==> config.mk <==
export PLATFORM = sky130hd
export DESIGN_NAME = pwm_output_pin_control
export DESIGN_NICKNAME = d
export VERILOG_FILES = /design/src/core/pin_ctl_pkg.sv /design/src/core/unlock_if.sv /design/src/core/unlock_seq.sv /design/src/core/pwm_output_pin_control.sv
export SDC_FILE = /design/constraint.sdc
export NUM_CORES = 1
export LEC_CHECK = 0
export BUFFER_PORTS_ARGS = -buffer_cell sky130_fd_sc_hd__buf_2
export CAP_MARGIN = 20
export CORE_ASPECT_RATIO = 0.75
export CORE_MARGIN = 2
export CORE_UTILIZATION = 50
export CTS_CLUSTER_DIAMETER = 30
export DETAILED_ROUTE_END_ITERATION = 8
export PLACE_DENSITY = 0.74
export SKIP_LAST_GASP = 1
export SYNTH_ARGS = -nofsm -noshare
export SYNTH_HDL_FRONTEND = slang
export SYNTH_SLANG_ARGS = --single-unit
==> constraint.sdc <==
create_clock -name core_clk -period 4.19 [get_ports core_clk]
set_input_delay 0.2095 -clock core_clk [delete_from_list [all_inputs] [get_ports core_clk]]
set_output_delay 0.2095 -clock core_clk [all_outputs]
set_load 0.1 [all_outputs]
==> src/core/pin_ctl_pkg.sv <==
`default_nettype none
package pin_ctl_pkg;
  // ------------------------------------------------------------
  // register map (word offsets on the plain register port)
  // ------------------------------------------------------------
  localparam int ADDR_W = 4;
  localparam int DATA_W = 16;
  localparam logic [3:0] OFF_PIN_CTRL = 4'h0;
  localparam logic [3:0] OFF_UNLOCK = 4'h4;
  localparam logic [3:0] OFF_STATUS = 4'h8;

  // ------------------------------------------------------------
  // pin control field positions
  // ------------------------------------------------------------
  localparam int HIGH_OWNER_BIT = 15;
  localparam int LOW_OWNER_BIT = 14;
  localparam int HIGH_POL_BIT = 13;
  localparam int LOW_POL_BIT = 12;
  localparam int MODE_MSB = 11;
  localparam int MODE_LSB = 10;
  localparam int HIGH_OVR_EN_BIT = 9;
  localparam int LOW_OVR_EN_BIT = 8;
  localparam int OVR_MSB = 7;
  localparam int OVR_LSB = 6;
  localparam int FAULT_MSB = 5;
  localparam int FAULT_LSB = 4;
  localparam int LIMIT_MSB = 3;
  localparam int LIMIT_LSB = 2;
  localparam int SWAP_BIT = 1;
  localparam int SYNC_BIT = 0;
  localparam logic [15:0] PIN_CTRL_RESET = 16'hc000;

  // pair modes
  localparam logic [1:0] MODE_COMPL = 2'h0;
  localparam logic [1:0] MODE_INDEP = 2'h1;
  localparam logic [1:0] MODE_PUSH_PULL = 2'h2;

  // unlock keys, values arbitrary
  localparam logic [15:0] UNLOCK_KEY1 = 16'h5a5a;
  localparam logic [15:0] UNLOCK_KEY2 = 16'ha5a5;
endpackage
`default_nettype wire

==> src/core/unlock_if.sv <==
`default_nettype none
interface unlock_if;
  logic key_wr;
  logic [15:0] key_data;
  logic ctrl_wr;
  logic open;
  modport ctl (output key_wr, output key_data, output ctrl_wr, input open);
  modport seq (input key_wr, input key_data, input ctrl_wr, output open);
endinterface
`default_nettype wire

==> src/core/unlock_seq.sv <==
`default_nettype none
module unlock_seq (
  input wire logic core_clk,
  input wire logic rstn,
  input wire logic clk_en,
  unlock_if.seq bus
);
  typedef enum logic [2:0] {
    ST_LOCKED = 3'h1,
    ST_KEY1 = 3'h2,
    ST_OPEN = 3'h4
  } lock_state_t;

  lock_state_t state_reg;
  lock_state_t state_next;

  // two key writes in a row open one control write; any other key breaks it
  always_comb begin
    state_next = state_reg;
    unique case (state_reg)
      ST_LOCKED: begin
        if (bus.key_wr && bus.key_data == pin_ctl_pkg::UNLOCK_KEY1) state_next = ST_KEY1;
      end
      ST_KEY1: begin
        if (bus.key_wr) state_next = (bus.key_data == pin_ctl_pkg::UNLOCK_KEY2) ? ST_OPEN : ST_LOCKED;
      end
      ST_OPEN: begin
        if (bus.ctrl_wr || bus.key_wr) state_next = ST_LOCKED;
      end
      default: state_next = ST_LOCKED;
    endcase
  end

  always_ff @(posedge core_clk or negedge rstn) begin
    if (!rstn) begin
      state_reg <= ST_LOCKED;
    end else if (clk_en) begin
      state_reg <= state_next;
    end
  end

  assign bus.open = (state_reg == ST_OPEN);
endmodule // unlock_seq
`default_nettype wire

==> src/core/pwm_output_pin_control.sv <==
// Contract
// - ownership bit per pin, reset one
// - polarity bit one makes pin active-low
// - mode 10 push-pull, 00 complementary, 11 reserved
// - high override shows override value bit 1
// - active enabled limit forces limit values
// - lock fuse needs unlock before each write
// - reset clears fields, owner bits set
//
// The strobed register port and the address map were decided locally.
`default_nettype none
module pwm_output_pin_control (
  input wire logic core_clk,
  input wire logic rstn,
  input wire logic clk_en,
  input wire logic [3:0] reg_addr,
  input wire logic [15:0] reg_wdata,
  input wire logic reg_wr,
  input wire logic reg_rd,
  output logic [15:0] reg_rdata,
  input wire logic write_lock_fuse,
  input wire logic module_enable_bit,
  input wire logic period_start,
  input wire logic gen_high,
  input wire logic gen_low,
  input wire logic fault_active,
  input wire logic fault_enable,
  input wire logic limit_active,
  input wire logic limit_enable,
  input wire logic gpio_high,
  input wire logic gpio_low,
  output logic high_side_output,
  output logic low_side_output
);
  // ------------------------------------------------------------
  // state
  // ------------------------------------------------------------
  logic [15:0] ctrl_reg;
  logic [15:0] ctrl_next;
  logic [15:0] rdata_reg;
  logic [15:0] rdata_next;
  logic [1:0] ovr_live_reg;
  logic [1:0] ovr_live_next;
  logic pp_phase_reg;
  logic pp_phase_next;
  logic high_reg;
  logic high_next;
  logic low_reg;
  logic low_next;
  logic mode_locked_wr;
  logic ctrl_sel;

  unlock_if ul ();

  unlock_seq u_unlock (
    .core_clk(core_clk),
    .rstn(rstn),
    .clk_en(clk_en),
    .bus(ul.seq)
  );

  // polarity as an xor: one on the bit inverts the active level
  function automatic logic to_pin(input logic active, input logic pol);
    return active ^ pol;
  endfunction

  assign ctrl_sel = reg_wr && reg_addr == pin_ctl_pkg::OFF_PIN_CTRL;
  assign ul.key_wr = reg_wr && reg_addr == pin_ctl_pkg::OFF_UNLOCK;
  assign ul.key_data = reg_wdata;
  assign ul.ctrl_wr = ctrl_sel;
  // the mode may not move once the generator runs; such writes keep the old mode
  assign mode_locked_wr = module_enable_bit;

  // ------------------------------------------------------------
  // register file
  // ------------------------------------------------------------
  always_comb begin
    ctrl_next = ctrl_reg;
    if (ctrl_sel && (!write_lock_fuse || ul.open)) begin
      ctrl_next = reg_wdata;
      if (mode_locked_wr) begin
        ctrl_next[pin_ctl_pkg::MODE_MSB:pin_ctl_pkg::MODE_LSB] =
          ctrl_reg[pin_ctl_pkg::MODE_MSB:pin_ctl_pkg::MODE_LSB];
      end
    end
    rdata_next = 16'h0000;
    if (reg_rd) begin
      unique case (reg_addr)
        pin_ctl_pkg::OFF_PIN_CTRL: rdata_next = ctrl_reg;
        pin_ctl_pkg::OFF_STATUS: rdata_next = {10'h000, ul.open, write_lock_fuse,
                                               fault_active, limit_active, high_reg, low_reg};
        default: rdata_next = 16'h0000; // unmapped and unlock key read zero
      endcase
    end
  end

  always_ff @(posedge core_clk or negedge rstn) begin
    if (!rstn) begin
      ctrl_reg <= pin_ctl_pkg::PIN_CTRL_RESET;
      rdata_reg <= 16'h0000;
    end else if (clk_en) begin
      ctrl_reg <= ctrl_next;
      rdata_reg <= rdata_next;
    end
  end

  assign reg_rdata = rdata_reg;

  // ------------------------------------------------------------
  // pin output stage
  // ------------------------------------------------------------
  // override enables take effect immediately, or at the next period start when synchronised
  always_comb begin
    logic g_hi;
    logic g_lo;
    logic act_hi;
    logic act_lo;
    logic [1:0] mode;
    g_hi = 1'b0;
    g_lo = 1'b0;
    act_hi = 1'b0;
    act_lo = 1'b0;
    mode = ctrl_reg[pin_ctl_pkg::MODE_MSB:pin_ctl_pkg::MODE_LSB];
    ovr_live_next = ovr_live_reg;
    if (!ctrl_reg[pin_ctl_pkg::SYNC_BIT] || period_start) begin
      ovr_live_next = ctrl_reg[pin_ctl_pkg::HIGH_OVR_EN_BIT:pin_ctl_pkg::LOW_OVR_EN_BIT];
    end
    pp_phase_next = period_start ? !pp_phase_reg : pp_phase_reg;
    // swap exchanges gen_high and gen_low; only independent mode then routes the generator's high to the low pin
    g_hi = ctrl_reg[pin_ctl_pkg::SWAP_BIT] ? gen_low : gen_high;
    g_lo = ctrl_reg[pin_ctl_pkg::SWAP_BIT] ? gen_high : gen_low;
    unique case (mode)
      pin_ctl_pkg::MODE_PUSH_PULL: begin
        act_hi = g_hi && !pp_phase_reg;
        act_lo = g_hi && pp_phase_reg;
      end
      pin_ctl_pkg::MODE_INDEP: begin
        act_hi = g_hi;
        act_lo = g_lo;
      end
      default: begin
        // reserved code falls back to complementary so the pair is never both on
        act_hi = g_hi;
        act_lo = !g_hi;
      end
    endcase
    high_next = to_pin(act_hi, ctrl_reg[pin_ctl_pkg::HIGH_POL_BIT]);
    low_next = to_pin(act_lo, ctrl_reg[pin_ctl_pkg::LOW_POL_BIT]);
    if (ovr_live_reg[1]) high_next = ctrl_reg[pin_ctl_pkg::OVR_MSB];
    if (ovr_live_reg[0]) low_next = ctrl_reg[pin_ctl_pkg::OVR_LSB];
    if (limit_active && limit_enable) begin
      high_next = ctrl_reg[pin_ctl_pkg::LIMIT_MSB];
      low_next = ctrl_reg[pin_ctl_pkg::LIMIT_LSB];
    end
    // fault beats limit: it is the harder protection case
    if (fault_active && fault_enable) begin
      high_next = ctrl_reg[pin_ctl_pkg::FAULT_MSB];
      low_next = ctrl_reg[pin_ctl_pkg::FAULT_LSB];
    end
    if (!ctrl_reg[pin_ctl_pkg::HIGH_OWNER_BIT]) high_next = gpio_high;
    if (!ctrl_reg[pin_ctl_pkg::LOW_OWNER_BIT]) low_next = gpio_low;
  end

  always_ff @(posedge core_clk or negedge rstn) begin
    if (!rstn) begin
      ovr_live_reg <= 2'h0;
      pp_phase_reg <= 1'b0;
      high_reg <= 1'b0;
      low_reg <= 1'b0;
    end else if (clk_en) begin
      ovr_live_reg <= ovr_live_next;
      pp_phase_reg <= pp_phase_next;
      high_reg <= high_next;
      low_reg <= low_next;
    end
  end

  assign high_side_output = high_reg;
  assign low_side_output = low_reg;
endmodule // pwm_output_pin_control
`default_nettype wire

==> results by group, run 1 <==
Yosys
  • Async S/R FF share, synth: 100.0%
  • Count leader, synth: dfrtp_1
  • Share of the synthesized area in the top cell type: 47.13%
  • Post-synth top cells: 37 x dfrtp_1, 18 x mux2_2, 10 x a22o_1, 10 x nand2_1, 8 x o21ai_0
  • Post-synth EDFFs: 0
  • Sequential element share of the synthesized area: 51.15%
  • Area of the mapped netlist: 0.001964 mm²
  • Syn. warnings: 0
  • Yosys reg bits: 40
  • Synth area leaders: dfrtp_1 47%, mux2_2 10%, a22o_1 4.5%
  • Leading area contributor after synthesis: dfrtp_1
  • Mapped Avg Cell Area: 12.28 µm²
  • Synth unique cells: 42
  • Syn_nets: 198
  • Top_reg_cell synth: dfrtp_1
  • Post-Syn Instances: 160

Floorplanning
  • Die height: 58.28 µm
  • Core Footprint: 0.003709 mm²
  • I/O pin cnt: 54
  • Die Wd: 76.38 µm
  • Row Count: 19
  • Die area: 0.004451 mm²
  • Initial core utilization: 52.97%

Global routing
  • First-pass GRT wire length: 7.548 mm
  • GRT Overall Usage: 22.15%
  • Vias in the first global route: 1,590
  • Initial antenna violation count: 0
  • Largest net degree at the start of global routing: 41
  • Remaining Overflow, GRT: 0

Clock tree
  • H-tree Lvls: 2
  • Post-CTS Resized: 0
  • Clk Latency, worst-skew pair: 0.30 ns
  • Clock root buffer: clkbuf_8
  • CTS Hold Bufs: 0
  • CTS tree: yes
  • Clk pin slew, worst setup/hold paths: 0.08 ns
  • CTS Buf Count: 5
  • CTS sink count: 40
  • Setup Buffers After CTS: 0
  • CTS max path bufs: 2

Cells and area
  • Diode count: 0
  • Layout Cells excl Fill: 269
  • Layout Area Growth over Synthesis: 21.21%
  • Share of layout cells above drive strength 1: 42.40%
  • Nets@finish: 254
  • Fin util: 64.20%

Power and ir drop
  • Maximum VDD drop: 0.2729 mV
  • PD cells: 420.8 mW/mm²
  • Total power: 1002 µW
  • Leak Pwr: 0.001164 µW

Timing
  • Final Hold Viols: 0
  • Setup violations, final: 0
  • Period utilization: 47.00%
  • RSZ-0062 raised after global routing: false
  • Fin Setup TNS: 0 ns
  • Final Max Slew Viols: 0
  • Slew HR: 40.69%
  • Worst Skew: 0.004747 ns
  • Fmax: 507.8 MHz
  • Fin crit period: 1.969 ns
  • Worst Tran Pin Value: 0.8897 ns

Job
  • Max Cap Viol: 0

Hold path
  • Hold crit path type: input port to asynchronous set/reset pin

Critical path
  • R2R setup slack: 2.22 ns
  • Crit path arrival time: 2.16 ns
  • Worst endpoint required time: 4.38 ns
  • Crit end category: flip-flop
  • Crit path max fanout: 17
  • Worst-case reg-to-reg path depth: 4
  • Worst r2r dst: ctrl_reg[10]
  • Worst Path Class, Setup: flip-flop to flip-flop
  • Crit path launch type: flip-flop
  • Crit path launch: u_unlock.state_reg[1]
  • R2R Path Start: u_unlock.state_reg[1]
  • Setup crit end: ctrl_reg[10]

Detailed routing
  • Vias after detailed routing: 1,545
  • Routed WL per cell: 16.82 µm
  • Drt initial violations: 162
  • Detailed Routing Iterations Pass 1: 4
  • DR DRC count: 0
  • Routed Antenna Nets: 0
  • Final wirelength: 4.524 mm
  • Vias/cell: 5.743

Placed design
  • Port Buf Inserts: 53
  • DP Cell Count: 261
  • Placed wire-length estimate: 3.459 mm
  • GPL Wtd Cong: 0.8493

Outcome
  • Status: completed
-- area by class of cell --
cell class                      count  area (µm²)
Clock buffer                        7       96.34
Clock inverter                      1       30.03
Fill cell                         323        1328
Inverter                            7       26.28
Multi-Input combinational cell    109       893.4
Sequential cell                    40        1005
Tap cell                           52       65.06
Timing Repair Buffer               53       265.3
-- how the worst min path moves through the flow --
| stage | slack (ns) | depth (start not counted) | startpoint | end |
|---|---|---|---|---|
| floorplan | -0.09 | 0 | rstn | ctrl_reg[0] |
| global placement | 0.36 | 1 | rstn | reg_rdata[0] |
| detailed placement | 0.38 | 1 | rstn | reg_rdata[0] |
| CTS | 0.05 | 1 | rstn | reg_rdata[0] |
| global route | 0.08 | 1 | rstn | reg_rdata[0] |
| finish | 0.02 | 1 | rstn | reg_rdata[0] |
-- power breakdown --
part           switching [µW]  internal, µW
Combinational             103          74.1
Clock                     138           210
Sequential               45.1           432
Total                     286           716
-- layer usage --
| layer | vias up | global-route usage (%) | wire [µm] |
|---|---|---|---|
| met3 | 8 | 5.763 | 301 |
| met4 | 0 | 9.610 | 67 |
| li1 | 715 | - | - |
| met2 | 61 | 34.26 | 2117 |
| met1 | 761 | 30.09 | 2037 |
| met5 | - | 0 | 0 |
-- critical path, stage by stage, from the launching register on --
cell and delay, ns:
dfrtp_1 0.43, or3b_4 0.42, a21oi_4 0.44, and2b_1 0.23, mux2_2 0.33
-- cell usage in the layout (no fill, tap or decap), drive strengths merged, types with 3 or more instances in the layout --
cell	Yosys	layout
a21oi	5	5
a22o	11	11
nor2	7	7
o21ai	8	8
nand4	3	3
buf	2	53
nand3	3	3
clkbuf	2	7
nand2	10	10
o2bb2ai	6	6
inv	6	6
mux2	18	18
mux2i	6	6
dfstp	3	3
dfrtp	37	37
-- logic make-up after synthesis --
group | synth area share, %
flops | 51.15
fa+ha+maj | 1.274
buf+inv | 3.375
xor+xnor | 0.8919
mux | 14.52
compound gates | 15.22
simple gates | 13.57
-- metrics by stage --
| stage | worst slack (ns) | hold WS (ns) | instance area (µm²) |
|---|---|---|---|
| after CTS | 2.223 | 0.05463 | 2381 |
| after detailed placement | 2.229 | 0.3751 | 2255 |
| after global placement | 2.303 | 0.3570 | 2255 |
| final | 2.221 | 0.02493 | 2381 |
| after global routing | 2.134 | 0.08362 | 2381 |
| after floorplan | 2.526 | -0.08609 | 1964 |
Power figures use the tool's default switching activity.
==> run 2: changes to the inputs <==
--- a/config.mk
+++ b/config.mk
@@ -5,6 +5,7 @@
 export SDC_FILE = /design/constraint.sdc
 export NUM_CORES = 1
 export LEC_CHECK = 0
+export ABC_AREA = 1
 export BUFFER_PORTS_ARGS = -buffer_cell sky130_fd_sc_hd__buf_2
 export CAP_MARGIN = 20
 export CORE_ASPECT_RATIO = 0.75
==> constraint.sdc (replaced) <==
create_clock -name core_clk -period 1.98 [get_ports core_clk]
set_input_delay 0.099 -clock core_clk [delete_from_list [all_inputs] [get_ports core_clk]]
set_output_delay 0.099 -clock core_clk [all_outputs]
set_load 0.1 [all_outputs]
==> run 2 against run 1 <==
  * Utilization increased by 0.69 points
  * Via count increased by 17%
  * Register-to-register slack got worse by 1.8 ns
  * Combinational power increased to 2.6 times the previous value
  * Largest power group unchanged
==> results by group, run 2 <==
Critical path
  • Crit path launch type: flip-flop
  • Crit path max fanout: 12 (-5)
  • Crit path arrival time: 1.72 ns (-0.44 ns)
  • Max stage delay on crit path: 0.38 ns (-0.06 ns)
  • CP top delay family: simple AND/OR/NAND/NOR gates
  • Number of cells on the critical path: 7 (+3)
  • Worst-case reg-to-reg path depth: 7 (+3)
  • Crit end category: flip-flop
  • Slowest CP cell: dfrtp_1
  • Worst endpoint required time: 2.17 ns (-2.21 ns)
  • Worst-path cell chain: inv_1, nand3_1, a21oi_4, nand3_4, or2_4, nor2_2, a21oi_2
  • Worst Path Class, Setup: flip-flop to flip-flop
  • Worst Path Buf+Inv: 1 (+1)

Power and ir drop
  • Leak Pwr: 0.001292 µW (+11%)
  • PD cells: 862.3 mW/mm² (+100%)
  • Maximum VDD drop: 0.6242 mV (+130%)

Yosys
  • Area of the mapped netlist: 0.002008 mm² (+2.2%)
  • Post-synth top cells: 56 x nand2_1, 39 x inv_1, 37 x dfrtp_1
  • Syn_nets: 282 (+42%)
  • Post-Syn Instances: 244 (+53%)
  • Count leader, synth: nand2_1
  • Synth unique cells: 28 (-33%)
  • Syn. warnings: 0 (unchanged)
  • Yosys reg bits: 40 (unchanged)
  • Sequential element share of the synthesized area: 50.03% (-1.1 points)
  • Share of the synthesized area in the top cell type: 46.11% (-1.0 points)
  • Top_reg_cell synth: dfrtp_1
  • Post-synth EDFFs: 0 (unchanged)
  • Leading area contributor after synthesis: dfrtp_1
  • Mapped Avg Cell Area: 8.230 µm² (-33%)
  • Synth area leaders: dfrtp_1 46%, nand2_1 10%, inv_1 7.3%
  • Async S/R FF share, synth: 100.0% (unchanged)

Clock tree
  • Clock root buffer: clkbuf_8
  • CTS tree: yes
  • CTS Buf Count: 5 (unchanged)
  • Setup Buffers After CTS: 0 (unchanged)
  • CTS sink count: 40 (unchanged)
  • CTS max path bufs: 2 (unchanged)
  • Clk Latency, worst-skew pair: 0.30 ns (about the same)
  • H-tree Lvls: 2 (unchanged)
  • Clk pin slew, worst setup/hold paths: 0.08 ns (about the same)

Placed design
  • GPL Wtd Cong: 0.8634 (+1.7%)
  • Placed instance area: 0.002320 mm² (+2.9%)
  • Placed wire-length estimate: 3.487 mm (+0.82%)
  • DP Cell Count: 344 (+32%)
  • Port Buf Inserts: 53 (unchanged)

Outcome
  • Status: completed

Cells and area
  • Most common cell after layout, fill and taps aside: nand2_1
  • Finished Cell Area: 0.002437 mm² (+2.4%)
  • Layout Cells excl Fill: 353 (+31%)
  • Fin util: 64.89% (+0.69 points)
  • Multi-input logic area: 827.0 µm² (-7.4%)
  • Diode count: 0 (unchanged)
  • # fillers: 354 (+9.6%)
  • Most frequent cells in the layout: 56 x nand2_1, 53 x buf_2, 39 x inv_1
  • Layout Area Growth over Synthesis: 21.37%
  • Nets@finish: 338 (+33%)
  • Area occupied by registers: 0.001005 mm² (unchanged)
  • Share of layout cells above drive strength 1: 24.25% (-18 points)

Floorplanning
  • Die height: 58.89 µm (+1.0%)
  • Die area: 0.004545 mm² (+2.1%)
  • Initial core utilization: 53.46% (+0.50 points)
  • Core Footprint: 0.003756 mm² (+1.3%)
  • Row Count: 19 (unchanged)
  • I/O pin cnt: 54 (unchanged)
  • Die Wd: 77.18 µm (+1.1%)

Global routing
  • First-pass GRT wire length: 7.617 mm (+0.91%)
  • Initial antenna violation count: 0 (unchanged)
  • Remaining Overflow, GRT: 0 (unchanged)
  • Global route hottest layer: met2
  • Vias in the first global route: 1,613 (+1.4%)
  • Met1 usage in global routing: 32.30% (+2.2 points)
  • GRT Overall Usage: 21.81% (-0.34 points)
  • Met3 Usage GRT: 4.141% (-1.6 points)
  • GR Util met2: 32.42% (-1.8 points)
  • Largest net degree at the start of global routing: 41 (unchanged)

Timing
  • RSZ-0062 raised after global routing: false
  • Fin Setup TNS: 0 ns (unchanged)
  • Worst Tran Pin Value: 0.8540 ns (-0.03574 ns)
  • Period utilization: 77.63% (+31 points)
  • Setup violations, final: 0 (unchanged)
  • Final Max Slew Viols: 0 (unchanged)
  • Final Hold Viols: 0 (unchanged)
  • Worst Skew: 0.006578 ns (+0.001831 ns)
  • Fmax: 650.6 MHz (+28%)
  • Fin crit period: 1.537 ns (-0.4324 ns)
  • Slew HR: 43.07% (+2.4 points)

Job
  • Max Cap Viol: 0 (unchanged)

Hold path
  • Hold depth: 3
  • Hold crit path type: input port to flip-flop

Detailed routing
  • Routed WL per cell: 12.78 µm (-24%)
  • Detailed Routing Iterations Pass 1: 4 (unchanged)
  • Routed Antenna Nets: 0 (unchanged)
  • Vias/cell: 5.142 (-10%)
  • Final wirelength: 4.510 mm (-0.31%)
  • Drt initial violations: 95 (-41%)
  • Vias after detailed routing: 1,815 (+17%)
  • DR DRC count: 0 (unchanged)
[run 2: cell count changes in the layout (fill, tap and decap cells not counted), sizes merged, moves of 9 or more]
| cell | change |
|---|---|
| o31ai | +10 |
| a21oi | +11 |
| nor2 | +12 |
| mux2 | -17 |
| a22o | -11 |
| o21ai | +9 |
| inv | +33 |
| nand2 | +46 |
| nand3 | +13 |
[run 2: path summary, 6_finish.rpt]
check	from	end	slack (ns)
worst max-delay path	u_unlock.state_reg[1]	ctrl_reg[11]	0.44
worst min-delay path	reg_wdata[14]	ctrl_reg[14]	0.06
worst max register to register	u_unlock.state_reg[1]	ctrl_reg[11]	0.44
worst min register to register	u_unlock.state_reg[0]	u_unlock.state_reg[0]	0.47
max in group asynchronous	rstn	reg_rdata[12]	1.00
min in group asynchronous	rstn	reg_rdata[9]	0.45
[run 2: final cells by class]
type | instances | area share [%]
Clock inverter | 2 | 1.437
Inverter | 40 | 6.160
Timing Repair Buffer | 55 | 11.60
Tap cell | 52 | 2.669
Sequential cell | 40 | 41.22
Multi-Input combinational cell | 158 | 33.93
Clock buffer | 6 | 2.977
[run 2: repair_timing]
action	in CTS	in global routing
hold buffers	1	0
resized for setup	0	0
hold endpoints to repair	37	0
endpoints found under the setup margin	0	0
[run 2: power breakdown]
| part | switching (µW) | internal [µW] | leakage [µW] |
|---|---|---|---|
| clock | 286 | 374 | 0.0000552 |
| sequential | 56.3 | 918 | 0.000503 |
| combinational | 325 | 142 | 0.000733 |
| total | 668 | 1430 | 0.00129 |
[run 2: routing by layer]
metal	share of wire (%)	up-vias	routed length [µm]
met5	0	-	0
met2	43	64	1924
met4	1.7	0	76
met3	6.0	7	270
li1	-	914	-
met1	50	830	2239
[run 2: per-stage QoR]
stage / setup slack, ns / hold slack (ns) / total power (µW)
CTS: 0.4395 / 0.05028 / 2113
finish: 0.4430 / 0.06110 / 2102
floorplan: 0.6126 / -0.1966 / 1308
global route: 0.2786 / 0.07559 / 2227
global placement: 0.5319 / 0.2602 / 1441
detailed placement: 0.4662 / 0.2634 / 1452
[run 2: cells by family after synthesis]
logic type	share of synthesized area, %
xor+xnor	0.8724
mux	0.5607
buf+inv	8.785
flops	50.03
fa+ha+maj	1.246
simple gates	24.24
compound gates	14.27
[run 2: tightest hold or removal path: cells and delay by family]
kind / cells / cell delay, ns
AOI/OAI and AO/OA: 1 / 0.04
and+or+nand+nor: 1 / 0.09
buffers and inverters: 1 / 0.12
==> run 3: changes to the inputs <==
--- a/config.mk
+++ b/config.mk
@@ -10,10 +10,10 @@
 export CAP_MARGIN = 20
 export CORE_ASPECT_RATIO = 0.75
 export CORE_MARGIN = 2
-export CORE_UTILIZATION = 50
+export CORE_UTILIZATION = 47
 export CTS_CLUSTER_DIAMETER = 30
 export DETAILED_ROUTE_END_ITERATION = 8
-export PLACE_DENSITY = 0.74
+export PLACE_DENSITY = 0.72
 export SKIP_LAST_GASP = 1
 export SYNTH_ARGS = -nofsm -noshare
 export SYNTH_HDL_FRONTEND = slang
==> constraint.sdc (replaced) <==
create_clock -name core_clk -period 1.37 [get_ports core_clk]
set_input_delay 0.0685 -clock core_clk [delete_from_list [all_inputs] [get_ports core_clk]]
set_output_delay 0.0685 -clock core_clk [all_outputs]
set_load 0.1 [all_outputs]
==> run 3 against run 2 <==
  * Utilization down 0.56 points
  * Wire length grew 4.5%
  * Setup slack got worse by 0.44 ns
  * Clock power is 25% higher
  * Flip-flop and latch count did not move
  * Critical path depth increased by 5
  * Hold slack got worse by 0.014 ns
  * First-iteration DRC count down 9.5%
  * Via count grew 1.3%
  * Largest cell class unchanged
==> results by group, run 3 (synthesis results as in run 2) <==
Detailed routing
  • Routed Antenna Nets: 0 (unchanged)
  • Final wirelength: 4.712 mm (+4.5%)
  • Routed WL per cell: 12.74 µm (-0.32%)
  • DR DRC count: 0 (unchanged)
  • Vias/cell: 4.968 (-3.4%)
  • Drt initial violations: 86 (-9.5%)
  • Detailed Routing Iterations Pass 1: 4 (unchanged)
  • Vias after detailed routing: 1,838 (+1.3%)

Placed design
  • GPL Wtd Cong: 0.8247 (-4.5%)
  • Port Buf Inserts: 53 (unchanged)
  • Placed wire-length estimate: 3.571 mm (+2.4%)

Critical path
  • Crit path launch: ctrl_reg[10]
  • Crit path launch type: flip-flop
  • Worst-case reg-to-reg path depth: 12 (+5)
  • Worst r2r dst: low_side_output
  • Crit path arrival time: 1.60 ns (-0.12 ns)
  • Crit end category: flip-flop
  • R2R Path Start: ctrl_reg[10]
  • Worst Path Class, Setup: flip-flop to flip-flop
  • Crit path max fanout: 3 (-9)
  • Worst endpoint required time: 1.60 ns (-0.57 ns)
  • R2R setup slack: 0.002 ns (-0.44 ns)

Timing
  • Worst Tran Pin Value: 0.4984 ns (-0.3556 ns)
  • Fmax: 730.8 MHz (+12%)
  • Period utilization: 99.88% (+22 points)
  • Fin crit period: 1.368 ns (-0.1687 ns)
  • Fin Hold WS: 0.04719 ns (-0.01391 ns)
  • RSZ-0062 raised after global routing: true
  • Slew HR: 66.77% (+24 points)
  • Final Hold Viols: 0 (unchanged)
  • Setup violations, final: 0 (unchanged)
  • Final Max Slew Viols: 0 (unchanged)
  • Worst Skew: 0.003607 ns (-0.002971 ns)

Outcome
  • Status: completed

Global routing
  • Vias in the first global route: 1,636 (+1.4%)
  • Initial antenna violation count: 0 (unchanged)
  • GRT Overall Usage: 20.76% (-1.1 points)
  • Remaining Overflow, GRT: 0 (unchanged)
  • First-pass GRT wire length: 7.507 mm (-1.4%)
  • Largest net degree at the start of global routing: 41 (unchanged)

Hold path
  • Hold depth: 3 (unchanged)
  • Hold_sp: reg_wdata[15]
  • Hold crit path type: input port to flip-flop
  • WHS Endpoint: ctrl_reg[15]

Clock tree
  • Clk pin slew, worst setup/hold paths: 0.08 ns (about the same)
  • CTS Buf Count: 5 (unchanged)
  • CTS sink count: 40 (unchanged)
  • CTS tree: yes
  • CTS max path bufs: 2 (unchanged)
  • H-tree Lvls: 2 (unchanged)
  • Clk Latency, worst-skew pair: 0.30 ns (about the same)
  • Clock root buffer: clkbuf_8

Job
  • Max Cap Viol: 0 (unchanged)

Floorplanning
  • Die height: 60.61 µm (+2.9%)
  • Core Footprint: 0.004079 mm² (+8.6%)
  • I/O pin cnt: 54 (unchanged)
  • Die Wd: 79.48 µm (+3.0%)
  • Initial core utilization: 49.23% (-4.2 points)
  • Row Count: 20 (+1)
  • Die area: 0.004817 mm² (+6.0%)

Cells and area
  • Layout Area Growth over Synthesis: 30.65%
  • Most common cell after layout, fill and taps aside: buf_2
  • Nets@finish: 352 (+4.1%)
  • Share of layout cells above drive strength 1: 34.29% (+10 points)
  • Most frequent cells in the layout: 53 x buf_2, 52 x nand2_1, 37 x dfrtp_1
  • Diode count: 0 (unchanged)
  • Fin util: 64.33% (-0.56 points)

Power and ir drop
  • Maximum VDD drop: 0.7354 mV (+18%)
  • Leak Pwr: 0.001367 µW (+5.8%)
  • PD cells: 1199 mW/mm² (+39%)
run 3: cell count changes in the layout (fill, tap and decap cells not counted), moves of 3 or more:
cell,previous run,this run
buf_4,1,14
inv_1,39,32
nand2_2,0,3
inv_2,0,7
nor2_4,1,4
nand3_1,14,11
nand2_1,56,52
o21ai_0,15,12
run 3: per-stage QoR:
stage                TNS (ns)  total power [µW]  cell area, µm²  std cells  setup slack, ns
floorplan                   0              1890            2008        244         0.002635
global placement     -0.02238              2124            2406        358         -0.01279
detailed placement    -0.2393              2145            2406        358         -0.05733
CTS                 -0.001272              2974            2536        368        -0.001272
global route          -0.3005              3298            2624        370         -0.08024
finish                      0              3147            2624        370         0.001682
run 3: repair_timing:
action	CTS	global route
gates resized for setup	5	26
pin swaps	1	8
setup endpoints to repair	14	18
hold buffers	1	0
buffers inserted	1	2
endpoints found under the hold margin	37	0
run 3: per-layer routing:
metal	wire [µm]	share of wire [%]	global-route usage (%)	vias up
met5	0	0	0	-
met4	65	1.4	8.621	0
met3	249	5.3	4.315	8
met2	2072	44	31.57	52
met1	2324	49	29.39	837
li1	-	-	-	941
run 3: power by group:
group	switching, µW	total (µW)	internal (µW)
Clock	412	823	411
Combinational	564	894	331
Sequential	102	1430	1330
run 3: cell type report:
type                    instances  area (µm²)
inverters                      40       150.1
clock buffers                   8       90.09
flip-flops and latches         40        1005
well taps                      55       68.82
multi-input cells             158       918.4
repair buffers                 69       391.6
fillers                       376        1455
run 3: worst max-delay path by stage:
| stage | endpoint | slack, ns | depth (start not counted) |
|---|---|---|---|
| global route | low_side_output | -0.08 | 13 |
| detailed placement | ctrl_reg[11] | -0.06 | 7 |
| CTS | ctrl_reg[11] | -0.001 | 7 |
| floorplan | reg_rdata[0] | 0.003 | 4 |
| global placement | u_unlock.state_reg[1] | -0.01 | 6 |
| finish | low_side_output | 0.002 | 12 |
run 3: worst max-delay path, cell delays in order (launching register included):
cell	delay [ns]
dfrtp_1	0.41
inv_2	0.09
ha_4	0.14
nand2_4	0.05
inv_2	0.05
nand2_2	0.05
nand3_2	0.06
nand3_1	0.07
nand3_1	0.09
nand2_1	0.05
nand2_1	0.06
nand2_1	0.06
a21oi_2	0.13
